===== src/include/twm_pkg.sv =====
// Purpose: constants for the two-wire master transmitter
// Assumes: 25 MHz ref_clk, 100 kHz bus bit rate
// Notes:   register offsets are word indices on the plain port
package twm_pkg;
    // register map
    localparam int          ADDR_W        = 2;
    localparam logic [1:0]  OFF_CONTROL   = 2'h0;
    localparam logic [1:0]  OFF_STATUS    = 2'h1;
    localparam logic [1:0]  OFF_DATA      = 2'h2;
    // control_register bit positions
    localparam int          CTL_STEP      = 7;
    localparam int          CTL_ACK_EN    = 6;
    localparam int          CTL_START     = 5;
    localparam int          CTL_STOP      = 4;
    localparam int          CTL_WCOL      = 3;
    localparam int          CTL_ENABLE    = 2;
    localparam int          CTL_IE        = 0;
    // status_register layout
    localparam int          STA_CODE_LSB  = 3;
    localparam int          STA_PRESC_W   = 2;
    localparam logic [7:0]  DATA_RESET    = 8'hFF;
    // status codes, prescaler bits zero
    localparam logic [7:0]  SC_START      = 8'h08;
    localparam logic [7:0]  SC_RSTART     = 8'h10;
    localparam logic [7:0]  SC_AW_ACK     = 8'h18;
    localparam logic [7:0]  SC_AW_NACK    = 8'h20;
    localparam logic [7:0]  SC_D_ACK      = 8'h28;
    localparam logic [7:0]  SC_D_NACK     = 8'h30;
    localparam logic [7:0]  SC_LOST       = 8'h38;
    localparam logic [7:0]  SC_AR_ACK     = 8'h40;
    localparam logic [7:0]  SC_AR_NACK    = 8'h48;
    localparam logic [7:0]  SC_IDLE       = 8'hF8;
    // bus timing
    localparam int          CLK_HZ        = 25000000;
    localparam int          BIT_HZ        = 100000;
    localparam int          CNT_W         = 16;
    // quarter bit period, rounded down
    localparam int          QTR_CYC       = CLK_HZ / (4 * BIT_HZ);
    localparam logic [3:0]  LAST_BIT      = 4'h8;
    localparam logic [1:0]  PH_LAST       = 2'h3;
    typedef enum logic [2:0] {
        ST_IDLE,
        ST_WFREE,
        ST_START,
        ST_HOLD,
        ST_BYTE,
        ST_STOP
    } twm_state_e;
endpackage


===== src/hw/twm_master_tx.sv =====
// Purpose: two-wire bus master transmitter with step-wise software control
// Assumes: open-drain scl/sda, pins asynchronous to ref_clk
// Notes:   master receive data phase not built; mode is only entered
`timescale 1ns/10ps
module twm_master_tx
    import twm_pkg::*;
#(
    parameter int QTR = QTR_CYC
) (
    input  wire logic              ref_clk,
    input  wire logic              reset,
    input  wire logic              clk_en,
    input  wire logic [ADDR_W-1:0] reg_addr,
    input  wire logic [7:0]        reg_wdata,
    input  wire logic              reg_wr,
    input  wire logic              reg_rd,
    output logic      [7:0]        reg_rdata,
    input  wire logic              scl_in,
    output logic                   scl_out,
    output logic                   scl_oe,
    input  wire logic              sda_in,
    output logic                   sda_out,
    output logic                   sda_oe,
    output logic                   irq
);

    typedef struct packed {
        twm_state_e             state;
        logic [1:0]             ph;
        logic [CNT_W-1:0]       cnt;
        logic [3:0]             bitn;
        logic                   step;
        logic                   ack_en;
        logic                   sta;
        logic                   sto;
        logic                   wcol;
        logic                   en;
        logic                   ie;
        logic [7:0]             code;
        logic [STA_PRESC_W-1:0] presc;
        logic [7:0]             data;
        logic [7:0]             sh;
        logic                   addr_ph;
        logic                   rep;
        logic                   master;
        logic                   mr_mode;
        logic                   lost;
        logic                   ackd;
        logic                   scl_low;
        logic                   sda_low;
        logic [1:0]             s1;
        logic [1:0]             s2;
        logic [1:0]             s3;
        logic                   busy;
        logic [7:0]             rdata;
        logic                   irq;
    } twm_regs_s;

    twm_regs_s q;
    twm_regs_s n;

    function automatic logic [7:0] ctl_word(input twm_regs_s r);
        logic [7:0] w;
        w             = 8'h00;
        w[CTL_STEP]   = r.step;
        w[CTL_ACK_EN] = r.ack_en;
        w[CTL_START]  = r.sta;
        w[CTL_STOP]   = r.sto;
        w[CTL_WCOL]   = r.wcol;
        w[CTL_ENABLE] = r.en;
        w[CTL_IE]     = r.ie;
        return w;
    endfunction

    ////////////////////////////////////////////////////////////////////////
    logic tick;
    logic scl_hi;
    logic sda_hi;
    logic out_bit;

    always_comb begin
        n       = q;
        // s1 feeds only s2; bit 1 is scl, bit 0 is sda
        n.s1    = {scl_in, sda_in};
        n.s2    = q.s1;
        n.s3    = q.s2;
        scl_hi  = q.s2[1];
        sda_hi  = q.s2[0];
        tick    = (q.cnt == CNT_W'(QTR - 1));
        n.cnt   = tick ? '0 : q.cnt + 1'b1;
        out_bit = (q.bitn == LAST_BIT) ? 1'b1 : q.sh[7];
        // start seen on the bus marks it busy, stop frees it
        if (q.s3[1] && scl_hi && q.s3[0] && !sda_hi) begin
            n.busy = 1'b1;
        end else if (q.s3[1] && scl_hi && !q.s3[0] && sda_hi) begin
            n.busy = 1'b0;
        end

        // software side first so hardware sets below win
        if (reg_wr && reg_addr == OFF_CONTROL) begin
            if (reg_wdata[CTL_STEP]) begin
                n.step = 1'b0;
            end
            n.ack_en = reg_wdata[CTL_ACK_EN];
            n.sta    = reg_wdata[CTL_START];
            n.sto    = reg_wdata[CTL_STOP];
            n.en     = reg_wdata[CTL_ENABLE];
            n.ie     = reg_wdata[CTL_IE];
        end
        if (reg_wr && reg_addr == OFF_STATUS) begin
            n.presc = reg_wdata[STA_PRESC_W-1:0];
        end
        // data write only under step flag
        if (reg_wr && reg_addr == OFF_DATA) begin
            if (q.step) begin
                n.data = reg_wdata;
                n.wcol = 1'b0;
            end else begin
                n.wcol = 1'b1;
            end
        end
        n.rdata = 8'h00;
        if (reg_rd) begin
            unique case (reg_addr)
                OFF_CONTROL: n.rdata = ctl_word(q);
                OFF_STATUS:  n.rdata = {q.code[7:STA_CODE_LSB], 1'b0, q.presc};
                OFF_DATA:    n.rdata = q.data;
                default:     n.rdata = 8'h00;
            endcase
        end

        ////////////////////////////////////////////////////////////////////
        unique case (q.state)
            ST_IDLE: begin
                n.cnt = '0;
                if (q.en && q.sta && !q.step) begin
                    n.state = ST_WFREE;
                end
            end
            ST_WFREE: begin
                n.cnt = '0;
                if (!q.busy && scl_hi && sda_hi) begin
                    n.state = ST_START;
                    n.ph    = 2'h0;
                    n.rep   = 1'b0;
                end
            end
            ST_START: begin
                if (tick) begin
                    unique case (q.ph)
                        2'h0: begin
                            n.sda_low = 1'b0;
                            n.ph      = 2'h1;
                        end
                        2'h1: begin
                            n.scl_low = 1'b0;
                            if (scl_hi) begin
                                n.ph = 2'h2;
                            end
                        end
                        2'h2: begin
                            n.sda_low = 1'b1;
                            n.ph      = PH_LAST;
                        end
                        2'h3: begin
                            // master after start, code 08 or 10
                            n.scl_low = 1'b1;
                            n.step    = 1'b1;
                            n.code    = q.rep ? SC_RSTART : SC_START;
                            n.master  = 1'b1;
                            n.addr_ph = 1'b1;
                            n.mr_mode = 1'b0;
                            n.state   = ST_HOLD;
                        end
                    endcase
                end
            end
            // suspended while step flag is set
            ST_HOLD: begin
                n.cnt = '0;
                n.ph  = 2'h0;
                if (!q.step) begin
                    if (q.lost) begin
                        n.lost  = 1'b0;
                        n.state = q.sta ? ST_WFREE : ST_IDLE;
                    end else if (q.sto) begin
                        n.state = ST_STOP;
                    end else if (q.sta) begin
                        n.state = ST_START;
                        n.rep   = 1'b1;
                    end else if (!q.mr_mode) begin
                        n.state = ST_BYTE;
                        n.sh    = q.data;
                        n.bitn  = 4'h0;
                    end
                end
            end
            ST_BYTE: begin
                if (tick) begin
                    unique case (q.ph)
                        2'h0: begin
                            n.sda_low = !out_bit;
                            n.ph      = 2'h1;
                        end
                        2'h1: begin
                            n.scl_low = 1'b0;
                            if (scl_hi) begin
                                n.ph = 2'h2;
                            end
                        end
                        2'h2: begin
                            n.ph   = PH_LAST;
                            n.ackd = !sda_hi;
                            if (q.bitn != LAST_BIT && out_bit && !sda_hi) begin
                                n.sda_low = 1'b0;
                                n.scl_low = 1'b0;
                                n.master  = 1'b0;
                                n.mr_mode = 1'b0;
                                n.lost    = 1'b1;
                                n.step    = 1'b1;
                                n.code    = SC_LOST;
                                n.state   = ST_HOLD;
                            end
                        end
                        2'h3: begin
                            n.scl_low = 1'b1;
                            n.ph      = 2'h0;
                            if (q.bitn == LAST_BIT) begin
                                n.step    = 1'b1;
                                n.state   = ST_HOLD;
                                n.addr_ph = 1'b0;
                                if (q.addr_ph && q.data[0]) begin
                                    n.mr_mode = 1'b1;
                                    n.code    = q.ackd ? SC_AR_ACK : SC_AR_NACK;
                                end else if (q.addr_ph) begin
                                    n.code = q.ackd ? SC_AW_ACK : SC_AW_NACK;
                                end else begin
                                    n.code = q.ackd ? SC_D_ACK : SC_D_NACK;
                                end
                            end else begin
                                n.sh   = {q.sh[6:0], 1'b0};
                                n.bitn = q.bitn + 1'b1;
                            end
                        end
                    endcase
                end
            end
            ST_STOP: begin
                if (tick) begin
                    unique case (q.ph)
                        2'h0: begin
                            n.sda_low = 1'b1;
                            n.ph      = 2'h1;
                        end
                        2'h1: begin
                            n.scl_low = 1'b0;
                            if (scl_hi) begin
                                n.ph = 2'h2;
                            end
                        end
                        2'h2: begin
                            n.sda_low = 1'b0;
                            n.ph      = PH_LAST;
                        end
                        2'h3: begin
                            n.sto     = 1'b0;
                            n.master  = 1'b0;
                            n.mr_mode = 1'b0;
                            n.ph      = 2'h0;
                            n.state   = q.sta ? ST_WFREE : ST_IDLE;
                        end
                    endcase
                end
            end
        endcase

        // disabled interface lets go of the bus at once
        if (!q.en) begin
            n.state   = ST_IDLE;
            n.scl_low = 1'b0;
            n.sda_low = 1'b0;
            n.master  = 1'b0;
            n.mr_mode = 1'b0;
            n.lost    = 1'b0;
        end
        n.irq = n.step && n.ie;
    end

    ////////////////////////////////////////////////////////////////////////
    always_ff @(posedge ref_clk) begin
        if (reset) begin
            q       <= '0;
            q.state <= ST_IDLE;
            q.code  <= SC_IDLE;
            q.data  <= DATA_RESET;
            q.s1    <= 2'h3;
            q.s2    <= 2'h3;
            q.s3    <= 2'h3;
        end else if (clk_en) begin
            q <= n;
        end
    end

    assign reg_rdata = q.rdata;
    assign scl_oe    = q.scl_low;
    assign sda_oe    = q.sda_low;
    // open drain: only ever drives low
    assign scl_out   = 1'b0;
    assign sda_out   = 1'b0;
    assign irq       = q.irq;

    ////////////////////////////////////////////////////////////////////////
    property p_free_start;
        @(posedge ref_clk) disable iff (reset)
        q.state == ST_WFREE ##1 q.state == ST_START |-> $past(!q.busy && q.s2 == 2'h3);
    endproperty
    a_free_start: assert property (p_free_start) else $error("start issued on busy bus");

    property p_start_code;
        @(posedge ref_clk) disable iff (reset)
        $rose(q.step) && $past(q.state) == ST_START |-> q.code == ($past(q.rep) ? SC_RSTART : SC_START);
    endproperty
    a_start_code: assert property (p_start_code) else $error("wrong code after start");

    property p_clear_step;
        @(posedge ref_clk) disable iff (reset)
        clk_en && reg_wr && reg_addr == OFF_CONTROL && reg_wdata[CTL_STEP] && q.state == ST_HOLD
        |=> !q.step;
    endproperty
    a_clear_step: assert property (p_clear_step) else $error("step flag not cleared");

    property p_wcol;
        @(posedge ref_clk) disable iff (reset)
        clk_en && reg_wr && reg_addr == OFF_DATA && !q.step |=> q.wcol && q.data == $past(q.data);
    endproperty
    a_wcol: assert property (p_wcol) else $error("collision write not refused");

    property p_stop_clear;
        @(posedge ref_clk) disable iff (reset)
        $past(q.state) == ST_STOP && q.state != ST_STOP && q.en |-> !q.sto && !q.master;
    endproperty
    a_stop_clear: assert property (p_stop_clear) else $error("stop bit left set");

    property p_byte_code;
        @(posedge ref_clk) disable iff (reset)
        $rose(q.step) && $past(q.state) == ST_BYTE && !q.lost && !$past(q.addr_ph)
        |-> q.code == ($past(q.ackd) ? SC_D_ACK : SC_D_NACK);
    endproperty
    a_byte_code: assert property (p_byte_code) else $error("wrong code after data");

    property p_addr_code;
        @(posedge ref_clk) disable iff (reset)
        $rose(q.step) && $past(q.state) == ST_BYTE && !q.lost && $past(q.addr_ph) && !$past(q.data[0])
        |-> q.code == ($past(q.ackd) ? SC_AW_ACK : SC_AW_NACK) && q.master;
    endproperty
    a_addr_code: assert property (p_addr_code) else $error("wrong code after address");

    property p_read_mode;
        @(posedge ref_clk) disable iff (reset)
        $rose(q.step) && $past(q.state) == ST_BYTE && !q.lost && $past(q.addr_ph) && $past(q.data[0])
        |-> q.mr_mode;
    endproperty
    a_read_mode: assert property (p_read_mode) else $error("receive mode not entered");

    property p_lost;
        @(posedge ref_clk) disable iff (reset)
        $rose(q.lost) |-> q.step && q.code == SC_LOST && !q.master && !q.sda_low && !q.scl_low;
    endproperty
    a_lost: assert property (p_lost) else $error("arbitration loss mishandled");

    property p_suspend;
        @(posedge ref_clk) disable iff (reset)
        q.state == ST_HOLD && q.step && q.en |=> q.state == ST_HOLD && $stable(q.scl_low);
    endproperty
    a_suspend: assert property (p_suspend) else $error("bus moved while suspended");

    property p_irq;
        @(posedge ref_clk) disable iff (reset)
        $rose(q.step) && q.ie |-> irq;
    endproperty
    a_irq: assert property (p_irq) else $error("interrupt not raised");

endmodule


===== config.mk =====
export PLATFORM = sky130hd
export DESIGN_NAME = twm_master_tx
export DESIGN_NICKNAME = d
export VERILOG_FILES = /design/src/include/twm_pkg.sv /design/src/hw/twm_master_tx.sv
export SDC_FILE = /design/constraint.sdc
export NUM_CORES = 1
export LEC_CHECK = 0
export BUFFER_PORTS_ARGS = -buffer_cell sky130_fd_sc_hd__clkbuf_2
export CAP_MARGIN = 10
export CORE_UTILIZATION = 57
export CTS_BUF_LIST = sky130_fd_sc_hd__clkbuf_2 sky130_fd_sc_hd__clkbuf_4 sky130_fd_sc_hd__clkbuf_8
export DETAILED_ROUTE_END_ITERATION = 12
export GPL_TIMING_DRIVEN = 0
export PLACE_DENSITY_LB_ADDON = 0.12
export SLEW_MARGIN = 20
export SYNTH_ARGS = -nofsm -noshare
export SYNTH_HDL_FRONTEND = slang
export SYNTH_SLANG_ARGS = --single-unit

===== constraint.sdc =====
create_clock -name ref_clk -period 2.3 [get_ports ref_clk]
set_input_delay 0.23 -clock ref_clk [delete_from_list [all_inputs] [get_ports ref_clk]]
set_output_delay 0.23 -clock ref_clk [all_outputs]
set_load 0.03 [all_outputs]

[After elaboration in Yosys (flattened, before gate mapping)]
Cells that the tools add are included.
Operators by class
  add/sub/neg operators: 2
  equality and inequality tests: 54
  muxes and demuxes: 108
  reductions and logical operators: 46
Operators by type and width (count)
  $mux 8: 13
  $pmux 8 s2: 3
  $mux 5: 8
  $mux 3: 12
  $mux 4: 9
  $mux 16: 2
  $mux 1: 30
  $ne 3x3->1 const B: 9
  $ne 2x2->1 const B: 12
  $pmux 8 s3: 1
  $reduce_and 7->1: 3
  $ne 4x2->1 const B: 5
  $pmux 1 s2: 10
  $mux 9: 2
  $pmux 3 s6: 1
  $reduce_and 9->1: 2
  $add 16x1->16 const B: 1
  $eq 16x6->1 const B: 1
  $logic_and 1x1->1: 16
  $ne 4x4->1 const B: 4
  $mux 2: 7
  $reduce_and 13->1: 1
  $mux 6: 2
  $ne 3x2->1 const B: 4
  31 further kinds: 52
Storage, ports and cells
  bits in registers: 81
  output and inout bits: 13
  logic and storage cells: 238

[Depth between registers and ports, before layout]
  word-level depth: 9
  gate-level depth with buffers: 10
  depth with buffers taken out: 8

[Least setup slack after synthesis]
No wires, ideal clock.
  path kind: register -> register
  from: register q[61] (netlist bit)
  to: register q[79] (netlist bit)
  arrival time: 2.057 ns
  required time: 2.168 ns
  path slack: 0.111 ns
  stages on the path, launching flop included: 8
  buffers on the path: 0
  cell sequence: dfxtp_1 ha_1 nor3b_1 nand4_2 a221o_1 a2111oi_4 nand2b_1 a21oi_1
On the way
  cells in the longest elaborated chain, start to end: 3
Ends and longest elaborated chain
  start, declared: line twm_master_tx.sv:59  | twm_regs_s q;
  start signal, assigned: line twm_master_tx.sv:300  | q <= n;
  $eq 16x6->1 *: line twm_master_tx.sv:89  | tick = (q.cnt == CNT_W'(QTR - 1));
  $ne 3x3->1 (no line)
  $reduce_and 13->1 (no line) *
Every way passes the cells marked *; elsewhere a longest branch is shown, timed or not.
A chain may end at the register's enable or synchronous reset.

[Final worst setup path]
  from: register q[80] (netlist bit)
  to: register q[60] (netlist bit)
On the way
  cells in the longest elaborated chain, start to end: 3
Ends and longest elaborated chain
  $eq 3x3->1 or $eq 3x2->1 (tied branches): line twm_master_tx.sv:133  | unique case (q.state)
  $ne 2x1->1 (no line) (tied with other cells)
  $reduce_and 10->1 (no line)
Parallel ways exist; a longest one is shown, timed or not.

==> metrics.cfg <==
[final_layout]
syn_to_final_growth_pct=13.8
seq_area_sq_mm=0.00157
layout.filler_cells=635
multi_input_logic_area_sq_mm=0.00252
final_cells=687
antenna_cells=0
drive_above_1_share_pct=14.8
final_nets=610

[place]
numPlacedInstances=668
place.gp.congestion=0.917
preCtsSetupSlack_ps=-291
portBuffers=27
detailedPlacementHpwl_um=8270

[global_routing]
total_global_route_track_usage_pct=30.5
grt_pass1_wl_um=18100
number_of_global_route_vias_before_repair=3630
antenna_found_initial=0
gr-total-overflow=0
largest_net_degree_at_the_start_of_global_routing=14

[route]
antenna_left=0
drc=0
route.final.wire_length_um=11500
detailedRoute.firstIterationViolations=342
total_number_of_vias=4176
first_pass_iters=7
routed_wire_length_per_instance_um=16.8
vias_per_cell=6.08

[critical_path]
critPathCaptureType=register
timing.critical_path.slowest_cell_delay_ps=500
r2r_setup_slack_ps=60
cp_slowest_cell=sky130_fd_sc_hd__or4_1
crit-reg2reg-launch=q[80]
worstSetupPathType=reg -> reg
timing.critical_path.fanout_max=8
timing.critical_path.required_ps=2590
path_delay_family=simple AND/OR/NAND/NOR gates
timing.critical_path.buf_inv=0
kind_of_start_point_of_the_critical_path=register
crit_chain=nor4bb_4 > a22o_1 > nand3_2 > or2_4 > or4_1 > a21oi_1
critical_path.startpoint=q[80]
crit_arrival_ps=2530

[synthesis]
synthSimpleGateAreaFrac_pct=28.5
synth_enable_flop_cells=0
avgSynthCellArea_sq_um=7.91
synthesis.area_sq_mm=0.00428
post_synth_inst_count=541
asyncSetResetFlopFracSynth_pct=0
synth-main-ff-cell=sky130_fd_sc_hd__dfxtp_1
synth_top_family_by_area=simple AND/OR/NAND/NOR gates
synth_cell_type_count=69
post_synth_xor_area_fraction_pct=2.46
yosysWarningCount=0
synthMuxAreaShare_pct=4.45
postSynthRegisterBits=78
post_synth_fa_ha_maj_area_fraction_pct=2.92
yosysSeqAreaShare_pct=36.5
synth_compound_area_share_pct=18.8

[timing]
fmax_ghz=0.446
timing.final.hold_violations=0
setup_violations=0
timing_max_transition_violations_final=0
timing.hold.ws_ps=80.1
timing.max_slew.rel_slack_pct=57.1
timing.final.ws_setup_ps=59.5
timing.setup.tns_ps=0
clock-skew-final_ps=12.4
max_slew.worst_pin.slew_ps=643
share_of_the_clock_period_used_by_the_worst_path_after_layout_pct=97.4
final.min_clock_period_ps=2240
unrepaired_setup_endpoints_after_global_routing=true

[cts]
tritoncts=built
cts.reportedPaths.clkPinSlew_ps=90
h-tree-depth=3
clk_path_buf_depth=2
worst_skew_pair.late_latency_ps=360
tritoncts_buffer_count=9
clock_tree.root_cell=sky130_fd_sc_hd__clkbuf_8
count_of_hold_buffers_inserted_by_post_cts_repair=0
numClockSinks=78

[floorplanning]
floorplan.initialDensity_pct=59.0
die_area_sq_mm=0.00786
boundaryPins=30
die_h_um=88.6
dieWidth_um=88.6
core_region_area_sq_mm=0.00725
std_cell_rows=31

[outcome]
outcome=complete, no violations

[pwr]
power-per-cell-area_mw_per_mm2=557
power.ir.vdd_worst_uv=385
post-layout-total-power_mw=2.71
leakage_nw=1.87

[hold_path]
worstHoldPathType=in -> reg
holdCritStartpoint=reg_wdata[3]

[run]
number_of_max_capacitance_violations_reported=0

## cells in the final DEF, fill, tap and decap left out, types with 12 or more instances in the layout
master | Yosys | final
sky130_fd_sc_hd__clkbuf_1 | 24 | 21
sky130_fd_sc_hd__a21oi_1 | 36 | 36
sky130_fd_sc_hd__mux2i_1 | 19 | 19
sky130_fd_sc_hd__inv_1 | 16 | 16
sky130_fd_sc_hd__nand2_1 | 76 | 76
sky130_fd_sc_hd__dfxtp_1 | 78 | 74
sky130_fd_sc_hd__buf_4 | 12 | 15
sky130_fd_sc_hd__nor2_1 | 60 | 60
sky130_fd_sc_hd__nor2b_1 | 12 | 12
sky130_fd_sc_hd__clkbuf_2 | 1 | 29
sky130_fd_sc_hd__o21ai_0 | 31 | 31
sky130_fd_sc_hd__nand3_1 | 27 | 26
## synthesized netlist by cell type, types with 4 or more instances
master / instances / area share [%]
sky130_fd_sc_hd__dfxtp_1: 78 / 37
sky130_fd_sc_hd__nand2_1: 76 / 6.7
sky130_fd_sc_hd__nor2_1: 60 / 5.3
sky130_fd_sc_hd__a21oi_1: 36 / 4.2
sky130_fd_sc_hd__o21ai_0: 31 / 3.6
sky130_fd_sc_hd__nand3_1: 27 / 3.2
sky130_fd_sc_hd__clkbuf_1: 24 / 2.1
sky130_fd_sc_hd__mux2i_1: 19 / 4.4
sky130_fd_sc_hd__inv_1: 16 / 1.4
sky130_fd_sc_hd__buf_4: 12 / 2.1
sky130_fd_sc_hd__nor2b_1: 12 / 1.8
sky130_fd_sc_hd__a311oi_1: 10 / 2.0
sky130_fd_sc_hd__ha_1: 10 / 2.9
sky130_fd_sc_hd__nand2b_1: 8 / 1.2
sky130_fd_sc_hd__xor2_1: 8 / 1.6
sky130_fd_sc_hd__nand4_1: 7 / 1.0
sky130_fd_sc_hd__nor3_1: 6 / 0.70
sky130_fd_sc_hd__and4_1: 5 / 1.0
sky130_fd_sc_hd__o211ai_1: 5 / 0.88
sky130_fd_sc_hd__or3_1: 5 / 0.73
sky130_fd_sc_hd__a22oi_1: 4 / 0.70
sky130_fd_sc_hd__and2_1: 4 / 0.58
sky130_fd_sc_hd__and3_1: 4 / 0.58
sky130_fd_sc_hd__nor3b_1: 4 / 0.70
sky130_fd_sc_hd__xnor2_1: 4 / 0.82
## worst reg2reg max path: cells and delay by family (launching register included)
| family | cells | cell delay (ps) |
|---|---|---|
| compound gates | 2 | 350 |
| flops | 1 | 470 |
| simple gates | 4 | 1350 |
## state kept, by name, summed over array words and instances, names as in the netlist
signal / count
scl_oe: 1
reg_rdata: 8
q: 63
n: 4
sda_oe: 1
irq: 1
## area by class of cell
class                      instances  area share, %
sequential                        78           32.3
inverter                          16           1.23
clock inverter                     4           1.11
tap                               99           2.54
timing repair buffer              31           3.39
buffer                            41           4.37
clock buffer                      12           3.26
multi-input combinational        406           51.8
## layer usage
layer | vias up | wire length, um | track usage [%]
met5 | - | 0 | 0
met4 | 0 | 304 | 10.3
met3 | 29 | 832 | 4.94
met2 | 181 | 5200 | 48.4
met1 | 1968 | 5170 | 42.4
li1 | 1998 | - | -
## logic make-up after synthesis
kind of cell               count (synthesis)
DFF                                       78
xor gates and xnor gates                  12
AOI/OAI and AO/OA                        123
buffers and inverters                     58
adders and majority gates                 10
muxes                                     19
other                                      1
and+or+nand+nor                          240
## where the power goes
group / internal (mW) / switching (mW)
combinational: 0.0718 / 0.130
sequential: 1.36 / 0.0146
clock: 0.578 / 0.552
total: 2.01 / 0.696
## metrics by stage
| stage | util, % | instance area (sq um) |
|---|---|---|
| after floorplan | - | 4280 |
| after global placement | 62.6 | 4540 |
| after detailed placement | 62.6 | 4540 |
| after CTS | 65.9 | 4780 |
| after global routing | 67.1 | 4870 |
| final | 67.1 | 4870 |
## worst paths after layout
kind | to | depth (start not counted)
setup / recovery | q[60] | 6
hold / removal | q[35] | 3
setup reg to reg | q[60] | 6
hold reg to reg | sda_oe | 2
## timing repair
item	4_1_cts	5_1_grt
endpoints found under the setup margin	27	27
resized for setup	6	20
buffers inserted	1	3
pin swaps	2	7
gates cloned	0	0
Power figures use the tool's default switching activity.
